<file path="config.mk">
export PLATFORM = sky130hd
export DESIGN_NAME = pcs_clock_stop
export DESIGN_NICKNAME = d
export VERILOG_FILES = /design/src/rtl/pcs_pkg.sv /design/src/rtl/pcs_stop_agent.sv /design/src/rtl/pcs_clock_stop.sv
export VERILOG_INCLUDE_DIRS = /design/src /design/src/rtl
export SDC_FILE = /design/constraint.sdc
export NUM_CORES = 1
export LEC_CHECK = 0
export ABC_AREA = 1
export ABC_CLOCK_PERIOD_IN_PS = 3200
export BUFFER_PORTS_ARGS = -buffer_cell sky130_fd_sc_hd__clkbuf_2
export CAP_MARGIN = 20
export CELL_PAD_IN_SITES_DETAIL_PLACEMENT = 0
export CELL_PAD_IN_SITES_GLOBAL_PLACEMENT = 1
export CORE_MARGIN = 4
export CORE_UTILIZATION = 42
export DETAILED_ROUTE_END_ITERATION = 8
export GPL_ROUTABILITY_DRIVEN = 0
export HOLD_SLACK_MARGIN = 0.15
export PLACE_DENSITY_LB_ADDON = 0.1
export SLEW_MARGIN = 20
export SYNTH_ARGS = -nofsm -noshare
export SYNTH_HDL_FRONTEND = slang
export SYNTH_HIERARCHICAL = 1
export SYNTH_SLANG_ARGS = --single-unit
</file>
<file path="constraint.sdc">
create_clock -name core_clk_i -period 3.2 [get_ports core_clk_i]
set_clock_uncertainty 0.1 [all_clocks]
set_input_delay 0.16 -clock core_clk_i [delete_from_list [all_inputs] [get_ports core_clk_i]]
set_output_delay 0.16 -clock core_clk_i [all_outputs]
set_load 0.005 [all_outputs]
</file>
<file path="src/rtl/pcs_cfg.svh">
`ifndef PCS_CFG_SVH
`define PCS_CFG_SVH

// register bus geometry: 16-bit word addresses, 16-bit data
`define PCS_ADDR_W              16
`define PCS_DATA_W              16

// register offsets (word addresses)
`define PCS_OFS_GATE_A          16'h1C02
`define PCS_OFS_GATE_B          16'h1C03
`define PCS_OFS_STOP_HS         16'h1C3A
`define PCS_OFS_CLKGEN          16'h1C3C

// clock_stop_handshake field positions
`define PCS_BIT_MEMIF_REQ       0
`define PCS_BIT_MEMIF_ACK       1
`define PCS_BIT_USB_REQ         2
`define PCS_BIT_USB_ACK         3
`define PCS_BIT_UART_REQ        4
`define PCS_BIT_UART_ACK        5

// periph_gate_reg_a field positions
`define PCS_BIT_GATE_MEMIF      1
`define PCS_BIT_GATE_UART       3
// periph_gate_reg_b field positions
`define PCS_BIT_GATE_USB        2

// clock generator control field positions
`define PCS_BIT_CG_BYPASS       0
`define PCS_BIT_CG_SRC_RTC      1
`define PCS_BIT_CG_PLL_PDN      2

// reset values
`define PCS_RST_STOP_REQ        1'b1
`define PCS_RST_GATE_A          16'h0000
`define PCS_RST_GATE_B          16'h0000
`define PCS_RST_CLKGEN          3'h0

`endif

</file>
<file path="src/rtl/pcs_pkg.sv">
package pcs_pkg;

    // handshake progress of one peripheral
    typedef enum logic [1:0] {
        PCS_RUN,
        PCS_DRAIN,
        PCS_HALTED
    } pcs_stop_state_e;

endpackage

</file>
<file path="src/rtl/pcs_stop_agent.sv">
`timescale 1ns/10ps

// peripheral-side half of the clock stop handshake
module pcs_stop_agent
    import pcs_pkg::*;
(
    // clock and reset
    input  wire logic core_clk_i,
    input  wire logic srst_i,
    // handshake
    input  wire logic stop_req_i,   // request bit from firmware
    input  wire logic bus_busy_i,   // peripheral has a bus transaction open
    output logic      stop_ack_o    // permission to gate the clock
);

    pcs_stop_state_e state;         // handshake state

    // a request waits in drain until the open transaction closes
    always_ff @(posedge core_clk_i) begin
        if (srst_i) begin
            state <= PCS_HALTED;
        end else begin
            unique case (state)
                PCS_RUN: begin
                    if (stop_req_i) begin
                        state <= PCS_DRAIN;
                    end
                end
                PCS_DRAIN: begin
                    if (!stop_req_i) begin
                        state <= PCS_RUN;
                    end else if (!bus_busy_i) begin
                        state <= PCS_HALTED;
                    end
                end
                PCS_HALTED: begin
                    if (!stop_req_i) begin
                        state <= PCS_RUN;
                    end
                end
            endcase
        end
    end

    // ack flop: reset value 1, set only once drained, dropped on release
    always_ff @(posedge core_clk_i) begin
        if (srst_i) begin
            stop_ack_o <= 1'b1;
        end else begin
            stop_ack_o <= stop_req_i &&
                          ((state == PCS_HALTED) ||
                           (state == PCS_DRAIN && !bus_busy_i));
        end
    end

endmodule // pcs_stop_agent

</file>
<file path="src/rtl/pcs_clock_stop.sv">
`timescale 1ns/10ps
`include "pcs_cfg.svh"

// Summary of operation
// - peripheral drains open bus transaction before ack
// - one request and one ack bit each
// - bit 5 uart ack, read-only, resets 1
// - bit 4 uart request, read/write, resets 1
// - bit 3 usb ack, read-only, resets 1
// - bit 2 usb request, read/write, resets 1
// - gating writes take effect at once
// - bypass sources system clock from pin or rtc
// - pll runs in bypass unless powered down
// - gating bit 1 stops clock, 0 runs
module pcs_clock_stop
    import pcs_pkg::*;
(
    // clock and reset
    input  wire logic                   core_clk_i,
    input  wire logic                   srst_i,
    // register port
    input  wire logic [`PCS_ADDR_W-1:0] reg_addr_i,
    input  wire logic [`PCS_DATA_W-1:0] reg_wdata_i,
    input  wire logic                   reg_wr_i,
    input  wire logic                   reg_rd_i,
    output logic      [`PCS_DATA_W-1:0] reg_rdata_o,
    // peripheral activity, same clock domain
    input  wire logic                   memif_busy_i,
    input  wire logic                   usb_busy_i,
    input  wire logic                   serial_port_busy_i,
    // stop requests towards the peripherals
    output logic                        memif_stop_req_o,
    output logic                        usb_stop_req_o,
    output logic                        serial_port_stop_req_o,
    // clock gate controls, 1 = clock stopped
    output logic                        memif_clk_gate_o,
    output logic                        usb_clk_gate_o,
    output logic                        serial_port_clk_gate_o,
    // clock generator controls
    output logic                        clkgen_bypass_o,
    output logic                        system_clock_from_rtc_o,
    output logic                        pll_pwrdn_o
);

    ////////////////////////////////////////////////////////////////////////////
    // address decode

    // one compare per register, shared by the write and read paths
    function automatic logic hit(input logic [`PCS_ADDR_W-1:0] addr,
                                 input logic [`PCS_ADDR_W-1:0] ofs);
        hit = (addr == ofs);
    endfunction

    logic wr_stop_hs;                   // write to clock_stop_handshake
    logic wr_gate_a;                    // write to periph_gate_reg_a
    logic wr_gate_b;                    // write to periph_gate_reg_b
    logic wr_clkgen;                    // write to clock generator control

    assign wr_stop_hs = reg_wr_i && hit(reg_addr_i, `PCS_OFS_STOP_HS);
    assign wr_gate_a  = reg_wr_i && hit(reg_addr_i, `PCS_OFS_GATE_A);
    assign wr_gate_b  = reg_wr_i && hit(reg_addr_i, `PCS_OFS_GATE_B);
    assign wr_clkgen  = reg_wr_i && hit(reg_addr_i, `PCS_OFS_CLKGEN);

    ////////////////////////////////////////////////////////////////////////////
    // stop request bits

    // requests reset high: every peripheral starts out parked and acked;
    // writes to the ack positions are simply dropped since acks are read-only
    always_ff @(posedge core_clk_i) begin
        if (srst_i) begin
            memif_stop_req_o       <= `PCS_RST_STOP_REQ;
            usb_stop_req_o         <= `PCS_RST_STOP_REQ;
            serial_port_stop_req_o <= `PCS_RST_STOP_REQ;
        end else if (wr_stop_hs) begin
            memif_stop_req_o       <= reg_wdata_i[`PCS_BIT_MEMIF_REQ];
            usb_stop_req_o         <= reg_wdata_i[`PCS_BIT_USB_REQ];
            serial_port_stop_req_o <= reg_wdata_i[`PCS_BIT_UART_REQ];
        end
    end

    ////////////////////////////////////////////////////////////////////////////
    // handshake agents, one per peripheral

    logic memif_stop_ack;               // memory interface ack
    logic usb_stop_ack;                 // usb ack
    logic serial_port_stop_ack;         // uart ack

    // each agent holds off its ack until the peripheral's bus goes quiet
    pcs_stop_agent u_memif_agent (
        .core_clk_i (core_clk_i),
        .srst_i     (srst_i),
        .stop_req_i (memif_stop_req_o),
        .bus_busy_i (memif_busy_i),
        .stop_ack_o (memif_stop_ack)
    );

    pcs_stop_agent u_usb_agent (
        .core_clk_i (core_clk_i),
        .srst_i     (srst_i),
        .stop_req_i (usb_stop_req_o),
        .bus_busy_i (usb_busy_i),
        .stop_ack_o (usb_stop_ack)
    );

    pcs_stop_agent u_serial_port_agent (
        .core_clk_i (core_clk_i),
        .srst_i     (srst_i),
        .stop_req_i (serial_port_stop_req_o),
        .bus_busy_i (serial_port_busy_i),
        .stop_ack_o (serial_port_stop_ack)
    );

    ////////////////////////////////////////////////////////////////////////////
    // peripheral clock gating registers

    logic [`PCS_DATA_W-1:0] gate_a;     // periph_gate_reg_a
    logic [`PCS_DATA_W-1:0] gate_b;     // periph_gate_reg_b

    // gating registers store the whole word; unsupported bits are kept so
    // software reads back what it wrote
    always_ff @(posedge core_clk_i) begin
        if (srst_i) begin
            gate_a <= `PCS_RST_GATE_A;
        end else if (wr_gate_a) begin
            gate_a <= reg_wdata_i;
        end
    end

    always_ff @(posedge core_clk_i) begin
        if (srst_i) begin
            gate_b <= `PCS_RST_GATE_B;
        end else if (wr_gate_b) begin
            gate_b <= reg_wdata_i;
        end
    end

    // reset words as typed constants: a bare literal cannot be bit-selected
    localparam logic [`PCS_DATA_W-1:0] rst_gate_a = `PCS_RST_GATE_A;
    localparam logic [`PCS_DATA_W-1:0] rst_gate_b = `PCS_RST_GATE_B;
    localparam logic [2:0]             rst_clkgen = `PCS_RST_CLKGEN;

    // gate outputs follow the write in the same edge; no idle step needed.
    // the gate is not interlocked with the ack: firmware owns that order
    always_ff @(posedge core_clk_i) begin
        if (srst_i) begin
            memif_clk_gate_o       <= rst_gate_a[`PCS_BIT_GATE_MEMIF];
            serial_port_clk_gate_o <= rst_gate_a[`PCS_BIT_GATE_UART];
        end else if (wr_gate_a) begin
            memif_clk_gate_o       <= reg_wdata_i[`PCS_BIT_GATE_MEMIF];
            serial_port_clk_gate_o <= reg_wdata_i[`PCS_BIT_GATE_UART];
        end
    end

    always_ff @(posedge core_clk_i) begin
        if (srst_i) begin
            usb_clk_gate_o <= rst_gate_b[`PCS_BIT_GATE_USB];
        end else if (wr_gate_b) begin
            usb_clk_gate_o <= reg_wdata_i[`PCS_BIT_GATE_USB];
        end
    end

    ////////////////////////////////////////////////////////////////////////////
    // clock generator bypass control

    // bypass only reroutes the system clock; the pll keeps running unless
    // its own power-down bit is set, so bypass alone saves little
    always_ff @(posedge core_clk_i) begin
        if (srst_i) begin
            clkgen_bypass_o         <= rst_clkgen[`PCS_BIT_CG_BYPASS];
            system_clock_from_rtc_o <= rst_clkgen[`PCS_BIT_CG_SRC_RTC];
            pll_pwrdn_o             <= rst_clkgen[`PCS_BIT_CG_PLL_PDN];
        end else if (wr_clkgen) begin
            clkgen_bypass_o         <= reg_wdata_i[`PCS_BIT_CG_BYPASS];
            system_clock_from_rtc_o <= reg_wdata_i[`PCS_BIT_CG_SRC_RTC];
            pll_pwrdn_o             <= reg_wdata_i[`PCS_BIT_CG_PLL_PDN];
        end
    end

    ////////////////////////////////////////////////////////////////////////////
    // read path

    logic [`PCS_DATA_W-1:0] next_rdata; // word selected by the address

    // reserved bits of the handshake and clock generator words read as zero; gating words read back whole; unmapped addresses read as zero
    always_comb begin
        next_rdata = '0;
        if (hit(reg_addr_i, `PCS_OFS_STOP_HS)) begin
            next_rdata[`PCS_BIT_MEMIF_REQ] = memif_stop_req_o;
            next_rdata[`PCS_BIT_MEMIF_ACK] = memif_stop_ack;
            next_rdata[`PCS_BIT_USB_REQ]   = usb_stop_req_o;
            next_rdata[`PCS_BIT_USB_ACK]   = usb_stop_ack;
            next_rdata[`PCS_BIT_UART_REQ]  = serial_port_stop_req_o;
            next_rdata[`PCS_BIT_UART_ACK]  = serial_port_stop_ack;
        end else if (hit(reg_addr_i, `PCS_OFS_GATE_A)) begin
            next_rdata = gate_a;
        end else if (hit(reg_addr_i, `PCS_OFS_GATE_B)) begin
            next_rdata = gate_b;
        end else if (hit(reg_addr_i, `PCS_OFS_CLKGEN)) begin
            next_rdata[`PCS_BIT_CG_BYPASS]  = clkgen_bypass_o;
            next_rdata[`PCS_BIT_CG_SRC_RTC] = system_clock_from_rtc_o;
            next_rdata[`PCS_BIT_CG_PLL_PDN] = pll_pwrdn_o;
        end
    end

    // read data valid only in the cycle after the strobe, zero otherwise
    always_ff @(posedge core_clk_i) begin
        if (srst_i) begin
            reg_rdata_o <= '0;
        end else if (reg_rd_i) begin
            reg_rdata_o <= next_rdata;
        end else begin
            reg_rdata_o <= '0;
        end
    end

endmodule // pcs_clock_stop

</file>
## Yosys cells after proc, flatten, opt, wreduce, memory -nomap -nowiden

Index checks and enable logic that the tools add are counted.

- $add $sub $neg: 0
- Multipliers: 0
- Div/mod/pow operators: 0
- Order comparisons: 0
- Equal/unequal tests: 19
- Shift operators: 0
- Muxes and demuxes: 20
- Bitwise gates (word level): 1
- Reductions and logical operators: 24

Operator list:

| operator | count |
|---|---|
| == test 16 x 13 -> 1 bit, second input constant | 4 |
| 2-to-1 mux 2 bit | 12 |
| case mux 2 bit (3 select lines) | 3 |
| 2-to-1 mux 16 bit | 1 |
| 2-to-1 mux 13 bit | 1 |
| != test 2 bit, second input constant | 6 |
| logical AND 1 bit | 10 |
| != test 3 bit, second input constant | 3 |
| AND reduction 3 bit | 3 |
| == test 2 x 1 -> 1 bit, second input constant | 3 |
| == test 2 bit, second input constant | 3 |
| logical NOT 2 bit | 3 |
| 2-to-1 mux 3 bit | 2 |
| 2-to-1 mux 6 bit | 1 |
| logical NOT 1 bit | 3 |
| logical OR 1 bit | 3 |
| OR reduction 3 bit | 1 |
| OR reduction 2 bit | 1 |
| inverter 1 bit | 1 |

- Register bits: 66
- Latch bits: 0
- Bits in writable memories: 0
- Memory bits (read-only): 0
- Output and inout bits: 25
- Memories kept: 0

## Depth between registers and ports, before layout

Gate-level depths: netlist of run 1.

- Depth after elaboration: 5
- Mapped depth: 9
- Gate-level depth less buffers: 9

## By module

Netlist of run 1, hierarchy kept.

By module, submodules not included:

| module | times used | cells each | area an instance (um^2) |
|---|---|---|---|
| pcs_clock_stop | 1 | 358 | 2522.4 |
| pcs_stop_agent | 3 | 27 | 192.7 |

## Least setup slack after synthesis of run 1

No wires, ideal clock.

- Path type: input -> register
- Start point: input reg_addr_i[7]
- End point: register gate_b[0]
- Library setup time: 113 ps
- Arrival: 981 ps
- Data required time: 2987 ps
- Slack: 2007 ps
- Stages on the path: 7
- Path buffers: 1
- Cells stage by stage: nor2_2 > nand2_4 > nor2_8 > nand3_4 > buf_2 > nor2_1 > nor2_1

- Longest elaborated chain between the ends: 2

RTL lines:

| what | RTL line | source |
|---|---|---|
| start: declaration | pcs_clock_stop.sv:22 | `` input wire logic [`PCS_ADDR_W-1:0] reg_addr_i, `` |
| == test 16 x 13 -> 1 bit | pcs_clock_stop.sv:51 | `hit = (addr == ofs);` |
| logical AND 1 bit | pcs_clock_stop.sv:61 | `` assign wr_gate_b = reg_wr_i && hit(reg_addr_i, `PCS_OFS_GATE_B); `` |
| end signal: assignment | pcs_clock_stop.sv:131 | `` gate_b <= `PCS_RST_GATE_B; `` |
| end signal: assignment | pcs_clock_stop.sv:133 | `gate_b <= reg_wdata_i;` |
| end: declaration | pcs_clock_stop.sv:117 | `` logic [`PCS_DATA_W-1:0] gate_b; `` |

No other way between the ends.
A chain may end at the register's enable or synchronous reset.

## Worst setup path after layout of run 1

- Start point: input srst_i
- End point: register reg_rdata_o[0]

- Longest elaborated chain between the ends: 1

RTL lines:

| what | RTL line | source |
|---|---|---|
| start: declaration | pcs_clock_stop.sv:20 | `input wire logic srst_i,` |
| OR reduction 2 bit (no line) | n/a |  |
| end signal: assignment | pcs_clock_stop.sv:210 | `reg_rdata_o <= next_rdata;` |
| end: declaration | pcs_clock_stop.sv:26 | `` output logic [`PCS_DATA_W-1:0] reg_rdata_o, `` |

No other way between the ends.

==> load_flow_metrics.sql, run 1 <==
INSERT INTO impl_metrics (metric_group, metric, value, unit) VALUES
('floorplanning', 'design.core.area', '7210', 'um2'),
('floorplanning', 'fp.dieArea', '8820', 'um2'),
('sta', 'hold_violations', '0', ''),
('global_routing', 'first_global_vias', '2676', ''),
('power', 'power.clock.fraction', '35.0', '%'),
('worst_setup_path', 'critical_path_arrival', '2280', 'ps'),
('global_routing', 'largest_net_degree_at_the_start_of_global_routing', '37', ''),
('sta', 'final-setup-viol-count', '0', ''),
('worst_setup_path', 'crit_type', 'input port to flip-flop', ''),
('sta', 'tightestPinTransition', '657', 'ps'),
('cells_and_area', 'layout.nets', '570', ''),
('worst_setup_path', 'regToRegStartpoint', 'u_serial_port_agent/state[0]$_SDFFE_PP0P_', ''),
('worst_setup_path', 'crit_path_start_kind', 'input port', ''),
('cells_and_area', 'layout.cell_area.non_filler', '3830', 'um2'),
('sta', 'holdWs', '175', 'ps'),
('power', 'irDropWorstVdd', '0.316', 'mV'),
('logic_synthesis', 'yosys_warnings', '6', ''),
('run', 'maxCapViolations', '0', ''),
('logic_synthesis', 'netlist_instances', '439', ''),
('logic_synthesis', 'syn_avg_cell_area', '7.06', 'um2'),
('floorplanning', 'die_width', '93.9', 'um'),
('clock_network', 'worstSkewPairLatency', '340', 'ps'),
('route', 'drt-pass1-iter-count', '5', ''),
('logic_synthesis', 'dominantRegCellSynth', 'sky130_fd_sc_hd__dfxtp_1', ''),
('power', 'power_report.internal_total', '1.27', 'mW'),
('hold_path', 'hp-class', 'input port to flip-flop', ''),
('clock_network', 'numClockSinks', '63', ''),
('logic_synthesis', 'yosysTopAreaCell', 'sky130_fd_sc_hd__dfxtp_1', ''),
('global_routing', 'initial_antenna_violation_count', '0', ''),
('logic_synthesis', 'fraction_of_registers_with_async_set_or_reset_after_synthesis', '0', '%'),
('global_routing', 'grtUsageTotal', '17.2', '%'),
('clock_network', 'number_of_buffers_added_by_the_clock_tree_synthesis_step', '9', ''),
('placement', 'placement.cell_area', '3430', 'um2'),
('route', 'post-route-drc-count', '0', ''),
('worst_setup_path', 'critPathCaptureType', 'flip-flop', ''),
('route', 'routed_wire_length_per_instance', '11.1', 'um'),
('global_routing', 'first_pass_grt_wire_length', '11900', 'um'),
('sta', 'fmax', '0.477', 'GHz'),
('sta', 'final_critical_path_setup_slack', '1100', 'ps'),
('route', 'via_count', '2770', ''),
('worst_setup_path', 'critical_path_required', '3380', 'ps'),
('hold_path', 'worstHoldStart', 'reg_addr_i[2]', ''),
('logic_synthesis', 'yosys.cell_count.top_type', 'sky130_fd_sc_hd__nand2_1', ''),
('floorplanning', 'design.portCount', '64', ''),
('placement', 'dpl.hpwl', '4790', 'um'),
('sta', 'report.final.slew_viol_count', '0', ''),
('logic_synthesis', 'seq_area_frac_synth', '40.7', '%'),
('clock_network', 'clock_tree.htree_level_count', '3', ''),
('clock_network', 'root_buffer', 'sky130_fd_sc_hd__clkbuf_8', ''),
('cells_and_area', 'diodes', '0', ''),
('power', 'net_switching_power_figure', '533', 'uW'),
('power', 'comb_power_share', '17.1', '%'),
('logic_synthesis', 'mappedNetlistNets', '487', ''),
('logic_synthesis', 'synth_area_leaders', 'sky130_fd_sc_hd__dfxtp_1, sky130_fd_sc_hd__nand2_1, sky130_fd_sc_hd__nor2_1', ''),
('clock_network', 'resize_count_post_cts', '0', ''),
('route', 'routed_via_density', '4.42', ''),
('worst_setup_path', 'worstPathMaxFanout', '36', ''),
('route', 'drtAntennaViolNets', '0', ''),
('sta', 'finalCriticalPeriod', '2100', 'ps'),
('outcome', 'status', 'completed', ''),
('worst_setup_path', 'setup.worst_path.start', 'srst_i', ''),
('logic_synthesis', 'mappedNetlistArea', '3100', 'um2'),
('power', 'p_leak', '2.01', 'nW'),
('floorplanning', 'start_util', '43.0', '%'),
('global_routing', 'globalRouteOverflowTotal', '0', ''),
('cells_and_area', 'post_route_cells_drive_above_1_share', '23.5', '%'),
('route', 'post_detailed_routing_wire_length', '6930', 'um'),
('power', 'post-layout-total-power', '1.80', 'mW'),
('logic_synthesis', 'synth.cells.most_frequent', 'sky130_fd_sc_hd__nand2_1, sky130_fd_sc_hd__nor2_1, sky130_fd_sc_hd__dfxtp_1', ''),
('cells_and_area', 'filler_cells_inserted', '749', ''),
('power', 'pwr-share-seq', '47.8', '%');
-- area by class of cell --
cell class / instances / area, um2 / area share [%]
clock buffers: 10 / 138 / 3.59
clock inverters: 6 / 46.3 / 1.21
inverters: 59 / 221 / 5.77
multi-input cells: 303 / 1500 / 39.2
flip-flops and latches: 63 / 1260 / 32.9
well taps: 99 / 124 / 3.23
repair buffers: 86 / 543 / 14.2
-- final timing paths --
| check | end | slack [ps] | cells after the start |
|---|---|---|---|
| min | system_clock_from_rtc_o$_SDFFE_PP0P_ | 180 | 5 |
| max | reg_rdata_o[0]$_SDFF_PP0_ | 1100 | 10 |
| min reg2reg | reg_rdata_o[1]$_SDFF_PP0_ | 330 | 2 |
| max reg2reg | u_serial_port_agent/state[1]$_SDFFE_PP1P_ | 1930 | 6 |
-- registers in the layout (all words and copies together), names as in the netlist --
signal	count
serial_port_stop_req_o	1
u_usb_agent/stop_ack_o	1
usb_stop_req_o	1
gate_b	16
clkgen_bypass_o	1
memif_stop_req_o	1
system_clock_from_rtc_o	1
u_serial_port_agent/stop_ack_o	1
pll_pwrdn_o	1
u_usb_agent/state	2
u_memif_agent/stop_ack_o	1
reg_rdata_o	16
gate_a	16
u_memif_agent/state	2
u_serial_port_agent/state	2
-- timing repair --
item | CTS | global route
endpoints found under the hold margin | 53 | 0
setup buffers | 0 | 0
hold buffers | 22 | 0
-- placed cells by master, fill, tap and decap left out, types with 3 or more instances in the layout --
cell type / count
sky130_fd_sc_hd__inv_1: 54
sky130_fd_sc_hd__clkinvlp_4: 5
sky130_fd_sc_hd__nand2_2: 18
sky130_fd_sc_hd__nand4_1: 6
sky130_fd_sc_hd__clkbuf_8: 10
sky130_fd_sc_hd__clkbuf_2: 63
sky130_fd_sc_hd__a21oi_1: 3
sky130_fd_sc_hd__ha_1: 9
sky130_fd_sc_hd__nor2_1: 82
sky130_fd_sc_hd__or2_0: 3
sky130_fd_sc_hd__nand2_1: 112
sky130_fd_sc_hd__dlygate4sd3_1: 22
sky130_fd_sc_hd__dfxtp_1: 63
sky130_fd_sc_hd__inv_2: 3
sky130_fd_sc_hd__nor2_2: 6
sky130_fd_sc_hd__a21oi_2: 10
sky130_fd_sc_hd__o21ai_0: 3
sky130_fd_sc_hd__nand3_1: 43
sky130_fd_sc_hd__nor2_8: 3
-- critical path, cell delays in order --
cell,delay [ps]
sky130_fd_sc_hd__dlygate4sd3_1,530
sky130_fd_sc_hd__clkbuf_2,170
sky130_fd_sc_hd__clkinv_1,60
sky130_fd_sc_hd__buf_4,350
sky130_fd_sc_hd__nand2_1,130
sky130_fd_sc_hd__inv_1,130
sky130_fd_sc_hd__nand2_1,390
sky130_fd_sc_hd__inv_1,230
sky130_fd_sc_hd__nand2_1,70
sky130_fd_sc_hd__nand2_1,50
-- metrics by stage --
stage,util [%],instances
after floorplan,-,439
after global placement,47.6,588
after detailed placement,47.6,588
after CTS,53.2,626
after global routing,53.2,626
final,53.2,626
-- power by group through the flow --
stage	registers (mW)	logic (mW)	clock network [mW]
after global placement	0.879	0.286	0
after CTS	0.863	0.312	0.653
after global routing	0.870	0.360	0.688
after detailed placement	0.881	0.289	0
final	0.861	0.309	0.631
after floorplan	0.871	0.218	0
-- routing by layer --
layer,vias to the layer above,track usage (%),share of wire [%]
li1,1496,-,-
met1,1212,21.6,47
met2,52,28.9,48
met3,10,3.37,4.1
met4,0,6.50,1.5
met5,-,0,0
-- logic make-up (layout without fill, tap and decap cells) --
kind of cell             Yosys count  count (layout)  synth area share, %
buffers and inverters             73             161                 10.9
AND/OR/NAND/NOR                  278             278                 41.0
adder cells (fa/ha/maj)            9               9                 3.63
flip-flops                        63              63                 40.7
AO/OA/AOI/OAI                     16              16                 3.79
(Power assumes the default switching activity.)
==> run 2: changes to the inputs <==
--- a/config.mk
+++ b/config.mk
@@ -6,14 +6,14 @@
 export SDC_FILE = /design/constraint.sdc
 export NUM_CORES = 1
 export LEC_CHECK = 0
-export ABC_AREA = 1
-export ABC_CLOCK_PERIOD_IN_PS = 3200
+export ABC_AREA = 0
+export ABC_CLOCK_PERIOD_IN_PS = 1760
 export BUFFER_PORTS_ARGS = -buffer_cell sky130_fd_sc_hd__clkbuf_2
 export CAP_MARGIN = 20
 export CELL_PAD_IN_SITES_DETAIL_PLACEMENT = 0
 export CELL_PAD_IN_SITES_GLOBAL_PLACEMENT = 1
 export CORE_MARGIN = 4
-export CORE_UTILIZATION = 42
+export CORE_UTILIZATION = 37
 export DETAILED_ROUTE_END_ITERATION = 8
 export GPL_ROUTABILITY_DRIVEN = 0
 export HOLD_SLACK_MARGIN = 0.15
==> constraint.sdc (replaced) <==
create_clock -name core_clk_i -period 1.76 [get_ports core_clk_i]
set_clock_uncertainty 0.1 [all_clocks]
set_input_delay 0.088 -clock core_clk_i [delete_from_list [all_inputs] [get_ports core_clk_i]]
set_output_delay 0.088 -clock core_clk_i [all_outputs]
set_load 0.005 [all_outputs]
==> run 2 against run 1 <==
Non-clock buffer count rose by 23. Sequential share of layout area down 1.6 points. Flip-flop and latch count unchanged. Area after synthesis decreased by 2.9%.
==> load_flow_metrics.sql, run 2 <==
INSERT INTO impl_metrics (metric_group, metric, value, unit) VALUES
('cells_and_area', 'largest_registers', 'gate_a: 16 flops, gate_b: 16 flops, reg_rdata_o: 16 flops', ''),
('power', 'irDropWorstVdd', '0.398', 'mV'),
('logic_synthesis', 'seq_area_frac_synth', '41.9', '%'),
('route', 'drt-pass1-iter-count', '4', ''),
('sta', 'final-setup-viol-count', '0', ''),
('clock_network', 'clock_slew_at_the_register_clock_pins_of_the_worst_setup_and_hold_paths', '70', 'ps'),
('power', 'comb_power_share', '17.8', '%'),
('route', 'post_detailed_routing_wire_length', '7730', 'um'),
('logic_synthesis', 'syn_avg_cell_area', '9.38', 'um2'),
('power', 'power_report.internal_total', '2.65', 'mW'),
('worst_setup_path', 'cp_slowest_stage_delay', '600', 'ps'),
('power', 'p_sw_share', '25.9', '%'),
('global_routing', 'first_pass_grt_wire_length', '13100', 'um'),
('route', 'drtAntennaViolNets', '0', ''),
('global_routing', 'grtUsageTotal', '16.7', '%'),
('worst_setup_path', 'crit_type', 'input port to flip-flop', ''),
('cells_and_area', 'post_route_cells_drive_above_1_share', '28.8', '%'),
('floorplanning', 'design.portCount', '64', ''),
('power', 'pwr-share-seq', '44.0', '%'),
('worst_setup_path', 'cp_cell_sequence', 'clkbuf_2 > or4b_4 > or4_4 > buf_4 > o21ai_0 > a21oi_1', ''),
('sta', 'grt_setup_unrepaired', 'no', ''),
('sta', 'finalCriticalPeriod', '1640', 'ps'),
('route', 'post-route-drc-count', '0', ''),
('sta', 'hold_violations', '0', ''),
('logic_synthesis', 'yosys_warnings', '6', ''),
('logic_synthesis', 'synth-seq-cells', '63', ''),
('global_routing', 'largest_net_degree_at_the_start_of_global_routing', '64', ''),
('clock_network', 'clock_tree.htree_level_count', '3', ''),
('sta', 'tightestPinTransition', '676', 'ps'),
('route', 'routed_via_density', '5.12', ''),
('route', 'routed_wire_length_per_instance', '14.7', 'um'),
('clock_network', 'clock_tree_from_tritoncts', 'built', ''),
('global_routing', 'first_global_vias', '2684', ''),
('logic_synthesis', 'dominantRegCellSynth', 'sky130_fd_sc_hd__dfxtp_1', ''),
('global_routing', 'initial_antenna_violation_count', '0', ''),
('logic_synthesis', 'synth_top_area_share', '41.9', '%'),
('worst_setup_path', 'critical_path_arrival', '1740', 'ps'),
('sta', 'post-route-period-util', '93.4', '%'),
('floorplanning', 'start_util', '38.6', '%'),
('worst_setup_path', 'path_buf_inv', '2', ''),
('worst_setup_path', 'critical_path_required', '1850', 'ps'),
('logic_synthesis', 'yosysTopAreaCell', 'sky130_fd_sc_hd__dfxtp_1', ''),
('logic_synthesis', 'mappedNetlistArea', '3010', 'um2'),
('logic_synthesis', 'synth.lib_cells_used.distinct', '39', ''),
('hold_path', 'hp-class', 'input port to flip-flop', ''),
('logic_synthesis', 'yosys.cell_count.top_type', 'sky130_fd_sc_hd__dfxtp_1', ''),
('worst_setup_path', 'critical_path_s_slowest_cell', 'sky130_fd_sc_hd__or4_4', ''),
('worst_setup_path', 'worstPathMaxFanout', '9', ''),
('power', 'power_density', '885', 'nW/um2'),
('worst_setup_path', 'crit_path_start_kind', 'input port', ''),
('placement', 'dpl.hpwl', '5410', 'um'),
('clock_network', 'root_buffer', 'sky130_fd_sc_hd__clkbuf_8', ''),
('clock_network', 'number_of_buffers_added_by_the_clock_tree_synthesis_step', '9', ''),
('clock_network', 'cts_buffer_depth', '2', ''),
('logic_synthesis', 'synth_enable_flop_cells', '0', ''),
('worst_setup_path', 'critPathTopFamily', 'simple AND/OR/NAND/NOR gates', ''),
('logic_synthesis', 'fraction_of_registers_with_async_set_or_reset_after_synthesis', '0', '%'),
('clock_network', 'worstSkewPairLatency', '330', 'ps'),
('placement', 'io_buffer_count', '63', ''),
('global_routing', 'globalRouteOverflowTotal', '0', ''),
('sta', 'fmax', '0.608', 'GHz'),
('sta', 'report.final.slew_viol_count', '0', ''),
('cells_and_area', 'layout_commonest_cell', 'sky130_fd_sc_hd__dfxtp_1', ''),
('cells_and_area', 'fin_util', '51.7', '%'),
('logic_synthesis', 'synth_area_leaders', 'sky130_fd_sc_hd__dfxtp_1, sky130_fd_sc_hd__mux2i_1, sky130_fd_sc_hd__nand2b_1', ''),
('logic_synthesis', 'netlist_instances', '321', ''),
('floorplanning', 'design.core.area', '7810', 'um2'),
('floorplanning', 'die_width', '98.2', 'um'),
('floorplanning', 'placement_rows', '32', ''),
('floorplanning', 'fp.dieH', '98.2', 'um'),
('logic_synthesis', 'synth.cells.most_frequent', 'sky130_fd_sc_hd__dfxtp_1, sky130_fd_sc_hd__nand2b_1, sky130_fd_sc_hd__a21oi_1', ''),
('route', 'drt_iter0_drc', '91', ''),
('power', 'net_switching_power_figure', '923', 'uW'),
('floorplanning', 'fp.dieArea', '9640', 'um2'),
('worst_setup_path', 'critPathCaptureType', 'flip-flop', ''),
('route', 'via_count', '2689', ''),
('cells_and_area', 'diodes', '0', ''),
('run', 'maxCapViolations', '0', ''),
('cells_and_area', 'area_growth_syn_to_layout', '34.0', '%'),
('cells_and_area', 'mostFrequentLayoutCells', 'sky130_fd_sc_hd__dfxtp_1, sky130_fd_sc_hd__clkbuf_2, sky130_fd_sc_hd__nand2b_1', ''),
('logic_synthesis', 'mappedNetlistNets', '369', ''),
('outcome', 'status', 'completed', ''),
('power', 'power.clock.fraction', '38.2', '%'),
('power', 'p_leak', '1.74', 'nW'),
('power', 'post-layout-total-power', '3.57', 'mW'),
('sta', 'worst_slew_margin_rel', '55.0', '%'),
('cells_and_area', 'layout.nets', '467', ''),
('clock_network', 'numClockSinks', '63', '');
run 2: stage by stage:
step / hold slack, ps / setup TNS [ps] / cells / setup slack [ps] / area, um2
6_report: 160 / 0 / 525 / 116 / 4030
5_1_grt: 196 / 0 / 525 / 23.7 / 4030
4_1_cts: 167 / 0 / 526 / 73.0 / 4020
3_5_place_dp: 263 / -9020 / 489 / -223 / 3580
3_3_place_gp: 256 / -8680 / 489 / -222 / 3580
2_1_floorplan: 60.8 / -3140 / 321 / -143 / 3030
run 2: worst reg2reg max path, delay by kind of cell (launching register included):
kind | cells | cell delay [ps]
buffers and inverters | 1 | 80
adders and majority gates | 1 | 210
DFF | 1 | 390
AOI/OAI and AO/OA | 3 | 500
run 2: path summary, 6_finish.rpt:
kind,start,slack [ps],depth (start not counted),end
worst min register to register,gate_a[15]$_SDFFE_PP0P_,380,2,gate_a[15]$_SDFFE_PP0P_
worst max register to register,u_memif_agent/state[1]$_SDFFE_PP1P_,400,5,u_memif_agent/state[0]$_SDFFE_PP0P_
worst min-delay path,reg_rd_i,160,3,reg_rdata_o[3]$_SDFF_PP0_
worst max-delay path,reg_addr_i[13],120,6,gate_a[3]$_SDFFE_PP0P_
run 2: timing repair:
| action | 4_1_cts | 5_1_grt |
|---|---|---|
| hold buffers | 22 | 0 |
| hold endpoints to repair | 44 | 0 |
| setup endpoints to repair | 0 | 18 |
| resized for setup | 0 | 7 |
| setup buffers | 0 | 0 |
run 2: cell families (layout without fill, tap and decap cells):
family                     count (synthesis)  in the layout  synth area share [%]
and+or+nand+nor                          100            100                  22.6
AOI/OAI and AO/OA                         83             83                  17.0
DFF                                       63             63                  41.9
buffers and inverters                     37            139                  4.99
muxes                                     29             29                  9.77
adders and majority gates                  9              9                  3.74
run 2: final cells by class:
type | count | area (um2)
Inverter | 15 | 56.3
Multi-Input combinational cell | 221 | 1620
Fill cell | 743 | 3770
Clock inverter | 4 | 70.1
Tap cell | 102 | 128
Timing Repair Buffer | 109 | 753
Sequential cell | 63 | 1260
Clock buffer | 11 | 141
run 2: layer usage:
layer | routed length [um] | GRT usage [%]
met2 | 3540 | 26.5
met5 | 0 | 0
met4 | 100 | 5.99
met3 | 372 | 3.21
met1 | 3710 | 22.7
run 2: power by group through the flow:
stage          Combinational, mW  Clock, mW  Sequential (mW)
6_report                   0.634       1.37             1.57
5_1_grt                    0.718       1.46             1.58
4_1_cts                    0.637       1.40             1.57
3_5_place_dp               0.597          0             1.60
3_3_place_gp               0.585          0             1.60
2_1_floorplan              0.433          0             1.58
==> run 3: changes to the inputs <==
--- a/config.mk
+++ b/config.mk
@@ -6,14 +6,14 @@
 export SDC_FILE = /design/constraint.sdc
 export NUM_CORES = 1
 export LEC_CHECK = 0
-export ABC_AREA = 0
+export ABC_AREA = 1
 export ABC_CLOCK_PERIOD_IN_PS = 1760
 export BUFFER_PORTS_ARGS = -buffer_cell sky130_fd_sc_hd__clkbuf_2
 export CAP_MARGIN = 20
 export CELL_PAD_IN_SITES_DETAIL_PLACEMENT = 0
 export CELL_PAD_IN_SITES_GLOBAL_PLACEMENT = 1
 export CORE_MARGIN = 4
-export CORE_UTILIZATION = 37
+export CORE_UTILIZATION = 35
 export DETAILED_ROUTE_END_ITERATION = 8
 export GPL_ROUTABILITY_DRIVEN = 0
 export HOLD_SLACK_MARGIN = 0.15
==> run 3 against run 2 <==
Setup slack better by 110 ps. Core utilization down 6.2 points. Non-clock buffer count down 16. First-iteration DRC count up 34%. Wire length down 6.6%. Fmax up 6.8%. Clock-buffer cell count unchanged. Final cell count up 22%. Sequential share of layout area up 0.70 points. Register-to-register slack better by 110 ps. Flip-flop and latch count unchanged. Highest routed layer unchanged.
==> load_flow_metrics.sql, run 3 (synthesis gave the netlist of run 1 again) <==
INSERT INTO impl_metrics (metric_group, metric, value, unit) VALUES
('cells_and_area', 'instances_no_fill', '642', ''),
('power', 'p_leak', '2.07', 'nW'),
('clock_network', 'number_of_buffers_added_by_the_clock_tree_synthesis_step', '9', ''),
('worst_setup_path', 'crit_path_start_kind', 'input port', ''),
('placement', 'post-place-cells', '601', ''),
('floorplanning', 'placement_rows', '34', ''),
('clock_network', 'cts_buffer_depth', '2', ''),
('power', 'power.clock.fraction', '39.9', '%'),
('worst_setup_path', 'critical_path_arrival', '1710', 'ps'),
('worst_setup_path', 'critical_path_required', '1930', 'ps'),
('route', 'drtAntennaViolNets', '0', ''),
('clock_network', 'clock_tree.htree_level_count', '3', ''),
('clock_network', 'clock_slew_at_the_register_clock_pins_of_the_worst_setup_and_hold_paths', '70', 'ps'),
('power', 'p_sw_share', '27.1', '%'),
('global_routing', 'first_pass_grt_wire_length', '12200', 'um'),
('placement', 'placement.cell_area', '3470', 'um2'),
('floorplanning', 'fp.dieArea', '10400', 'um2'),
('sta', 'report.final.slew_viol_count', '0', ''),
('clock_network', 'clock_tree_from_tritoncts', 'built', ''),
('sta', 'final-setup-viol-count', '0', ''),
('sta', 'worst_slew_margin_rel', '72.4', '%'),
('cells_and_area', 'largest_registers', 'gate_a: 16 flops, gate_b: 16 flops, reg_rdata_o: 16 flops', ''),
('clock_network', 'root_buffer', 'sky130_fd_sc_hd__clkbuf_8', ''),
('power', 'power_density', '902', 'nW/um2'),
('cells_and_area', 'register_area', '1260', 'um2'),
('floorplanning', 'fp.dieH', '102', 'um'),
('cells_and_area', 'post_route_cells_drive_above_1_share', '23.8', '%'),
('power', 'irDropWorstVdd', '0.501', 'mV'),
('route', 'post_detailed_routing_wire_length', '7220', 'um'),
('sta', 'fin_tns_setup', '0', 'ps'),
('placement', 'dpl.hpwl', '5050', 'um'),
('floorplanning', 'start_util', '35.7', '%'),
('power', 'pwr-share-seq', '44.0', '%'),
('route', 'via_count', '2798', ''),
('power', 'post-layout-total-power', '3.56', 'mW'),
('clock_network', 'worstSkewPairLatency', '340', 'ps'),
('worst_setup_path', 'crit_type', 'input port to flip-flop', ''),
('sta', 'grt_setup_unrepaired', 'no', ''),
('placement', 'io_buffer_count', '63', ''),
('cells_and_area', 'layout_commonest_cell', 'sky130_fd_sc_hd__nand2_1', ''),
('route', 'drt-pass1-iter-count', '4', ''),
('global_routing', 'grtUsageTotal', '14.9', '%'),
('sta', 'tightestPinTransition', '414', 'ps'),
('worst_setup_path', 'r2r_slack', '510', 'ps'),
('cells_and_area', 'layout.nets', '577', ''),
('global_routing', 'initial_antenna_violation_count', '0', ''),
('global_routing', 'first_global_vias', '2612', ''),
('hold_path', 'hp-class', 'input port to flip-flop', ''),
('power', 'power_report.internal_total', '2.59', 'mW'),
('cells_and_area', 'mostFrequentLayoutCells', 'sky130_fd_sc_hd__nand2_1, sky130_fd_sc_hd__nor2_1, sky130_fd_sc_hd__dfxtp_1, sky130_fd_sc_hd__clkbuf_2, sky130_fd_sc_hd__inv_1', ''),
('cells_and_area', 'combined_area_of_the_multi_input_logic_cells', '1500', 'um2'),
('power', 'comb_power_share', '16.0', '%'),
('sta', 'final_critical_path_setup_slack', '221', 'ps'),
('cells_and_area', 'filler_cells_inserted', '911', ''),
('floorplanning', 'design.core.area', '8680', 'um2'),
('outcome', 'status', 'completed', ''),
('worst_setup_path', 'worstPathMaxFanout', '16', ''),
('route', 'routed_via_density', '4.36', ''),
('route', 'post-route-drc-count', '0', ''),
('sta', 'hold_violations', '0', ''),
('placement', 'placement.setup.worst_slack', '274', 'ps'),
('sta', 'finalCriticalPeriod', '1540', 'ps'),
('global_routing', 'globalRouteOverflowTotal', '0', ''),
('clock_network', 'cts_setup_buffers', '0', ''),
('sta', 'fmax', '0.650', 'GHz'),
('floorplanning', 'die_width', '102', 'um'),
('sta', 'post-route-period-util', '87.4', '%'),
('clock_network', 'numClockSinks', '63', ''),
('route', 'routed_wire_length_per_instance', '11.2', 'um'),
('run', 'maxCapViolations', '0', ''),
('cells_and_area', 'diodes', '0', ''),
('worst_setup_path', 'ff2ff_path_depth', '6', ''),
('floorplanning', 'design.portCount', '64', ''),
('hold_path', 'worst_hold_path.num_cells', '8', ''),
('power', 'net_switching_power_figure', '965', 'uW'),
('cells_and_area', 'layout.cell_area.non_filler', '3950', 'um2'),
('worst_setup_path', 'critPathCaptureType', 'flip-flop', ''),
('cells_and_area', 'area_growth_syn_to_layout', '27.2', '%'),
('route', 'drt_iter0_drc', '122', ''),
('global_routing', 'largest_net_degree_at_the_start_of_global_routing', '36', '');
==> run 3: path summary, 6_finish.rpt <==
kind,from,to
max,reg_addr_i[15],system_clock_from_rtc_o$_SDFFE_PP0P_
min,reg_addr_i[0],reg_rdata_o[4]$_SDFF_PP0_
max reg2reg,u_usb_agent/state[0]$_SDFFE_PP0P_,u_usb_agent/state[1]$_SDFFE_PP1P_
min reg2reg,u_memif_agent/stop_ack_o$_SDFF_PP1_,reg_rdata_o[1]$_SDFF_PP0_
==> run 3: layout make-up <==
type | instances | share of cell area, %
multi-input cells | 303 | 38.1
flip-flops and latches | 63 | 32.0
repair buffers | 93 | 15.3
inverters | 59 | 5.61
clock buffers | 11 | 3.58
well taps | 108 | 3.43
clock inverters | 5 | 2.06
==> run 3: what timing repair did <==
item,CTS,global route
endpoints found under the hold margin,53,0
gates resized for setup,0,0
hold buffers,25,0
==> run 3: stage by stage <==
stage / hold slack, ps / utilization [%]
after floorplan: 57.1 / -
after global placement: 240 / 40.0
after detailed placement: 238 / 40.0
after CTS: 167 / 45.5
after global routing: 235 / 45.5
final: 181 / 45.5
==> run 3: layer usage <==
metal | vias to the layer above | global-route usage (%) | routed length, um
met5 | - | 0 | 0
met4 | 0 | 4.54 | 89
met3 | 8 | 4.30 | 293
met2 | 54 | 24.9 | 3430
met1 | 1225 | 18.7 | 3410
li1 | 1511 | - | -
==> run 3: worst max-delay path, stage by stage <==
cell                            delay [ps]
sky130_fd_sc_hd__clkbuf_2               80
sky130_fd_sc_hd__nor2_1                 90
sky130_fd_sc_hd__nand2_1               130
sky130_fd_sc_hd__nor2_8                250
sky130_fd_sc_hd__buf_4                 250
sky130_fd_sc_hd__nand4_1               100
sky130_fd_sc_hd__dlygate4sd3_1         580
sky130_fd_sc_hd__a21oi_1               130
==> run 3: power by group through the flow <==
stage,logic (mW),clock network [mW],registers [mW]
final,0.571,1.42,1.57
after global routing,0.666,1.53,1.57
after CTS,0.576,1.47,1.57
after detailed placement,0.535,0,1.60
after global placement,0.530,0,1.60
after floorplan,0.395,0,1.58
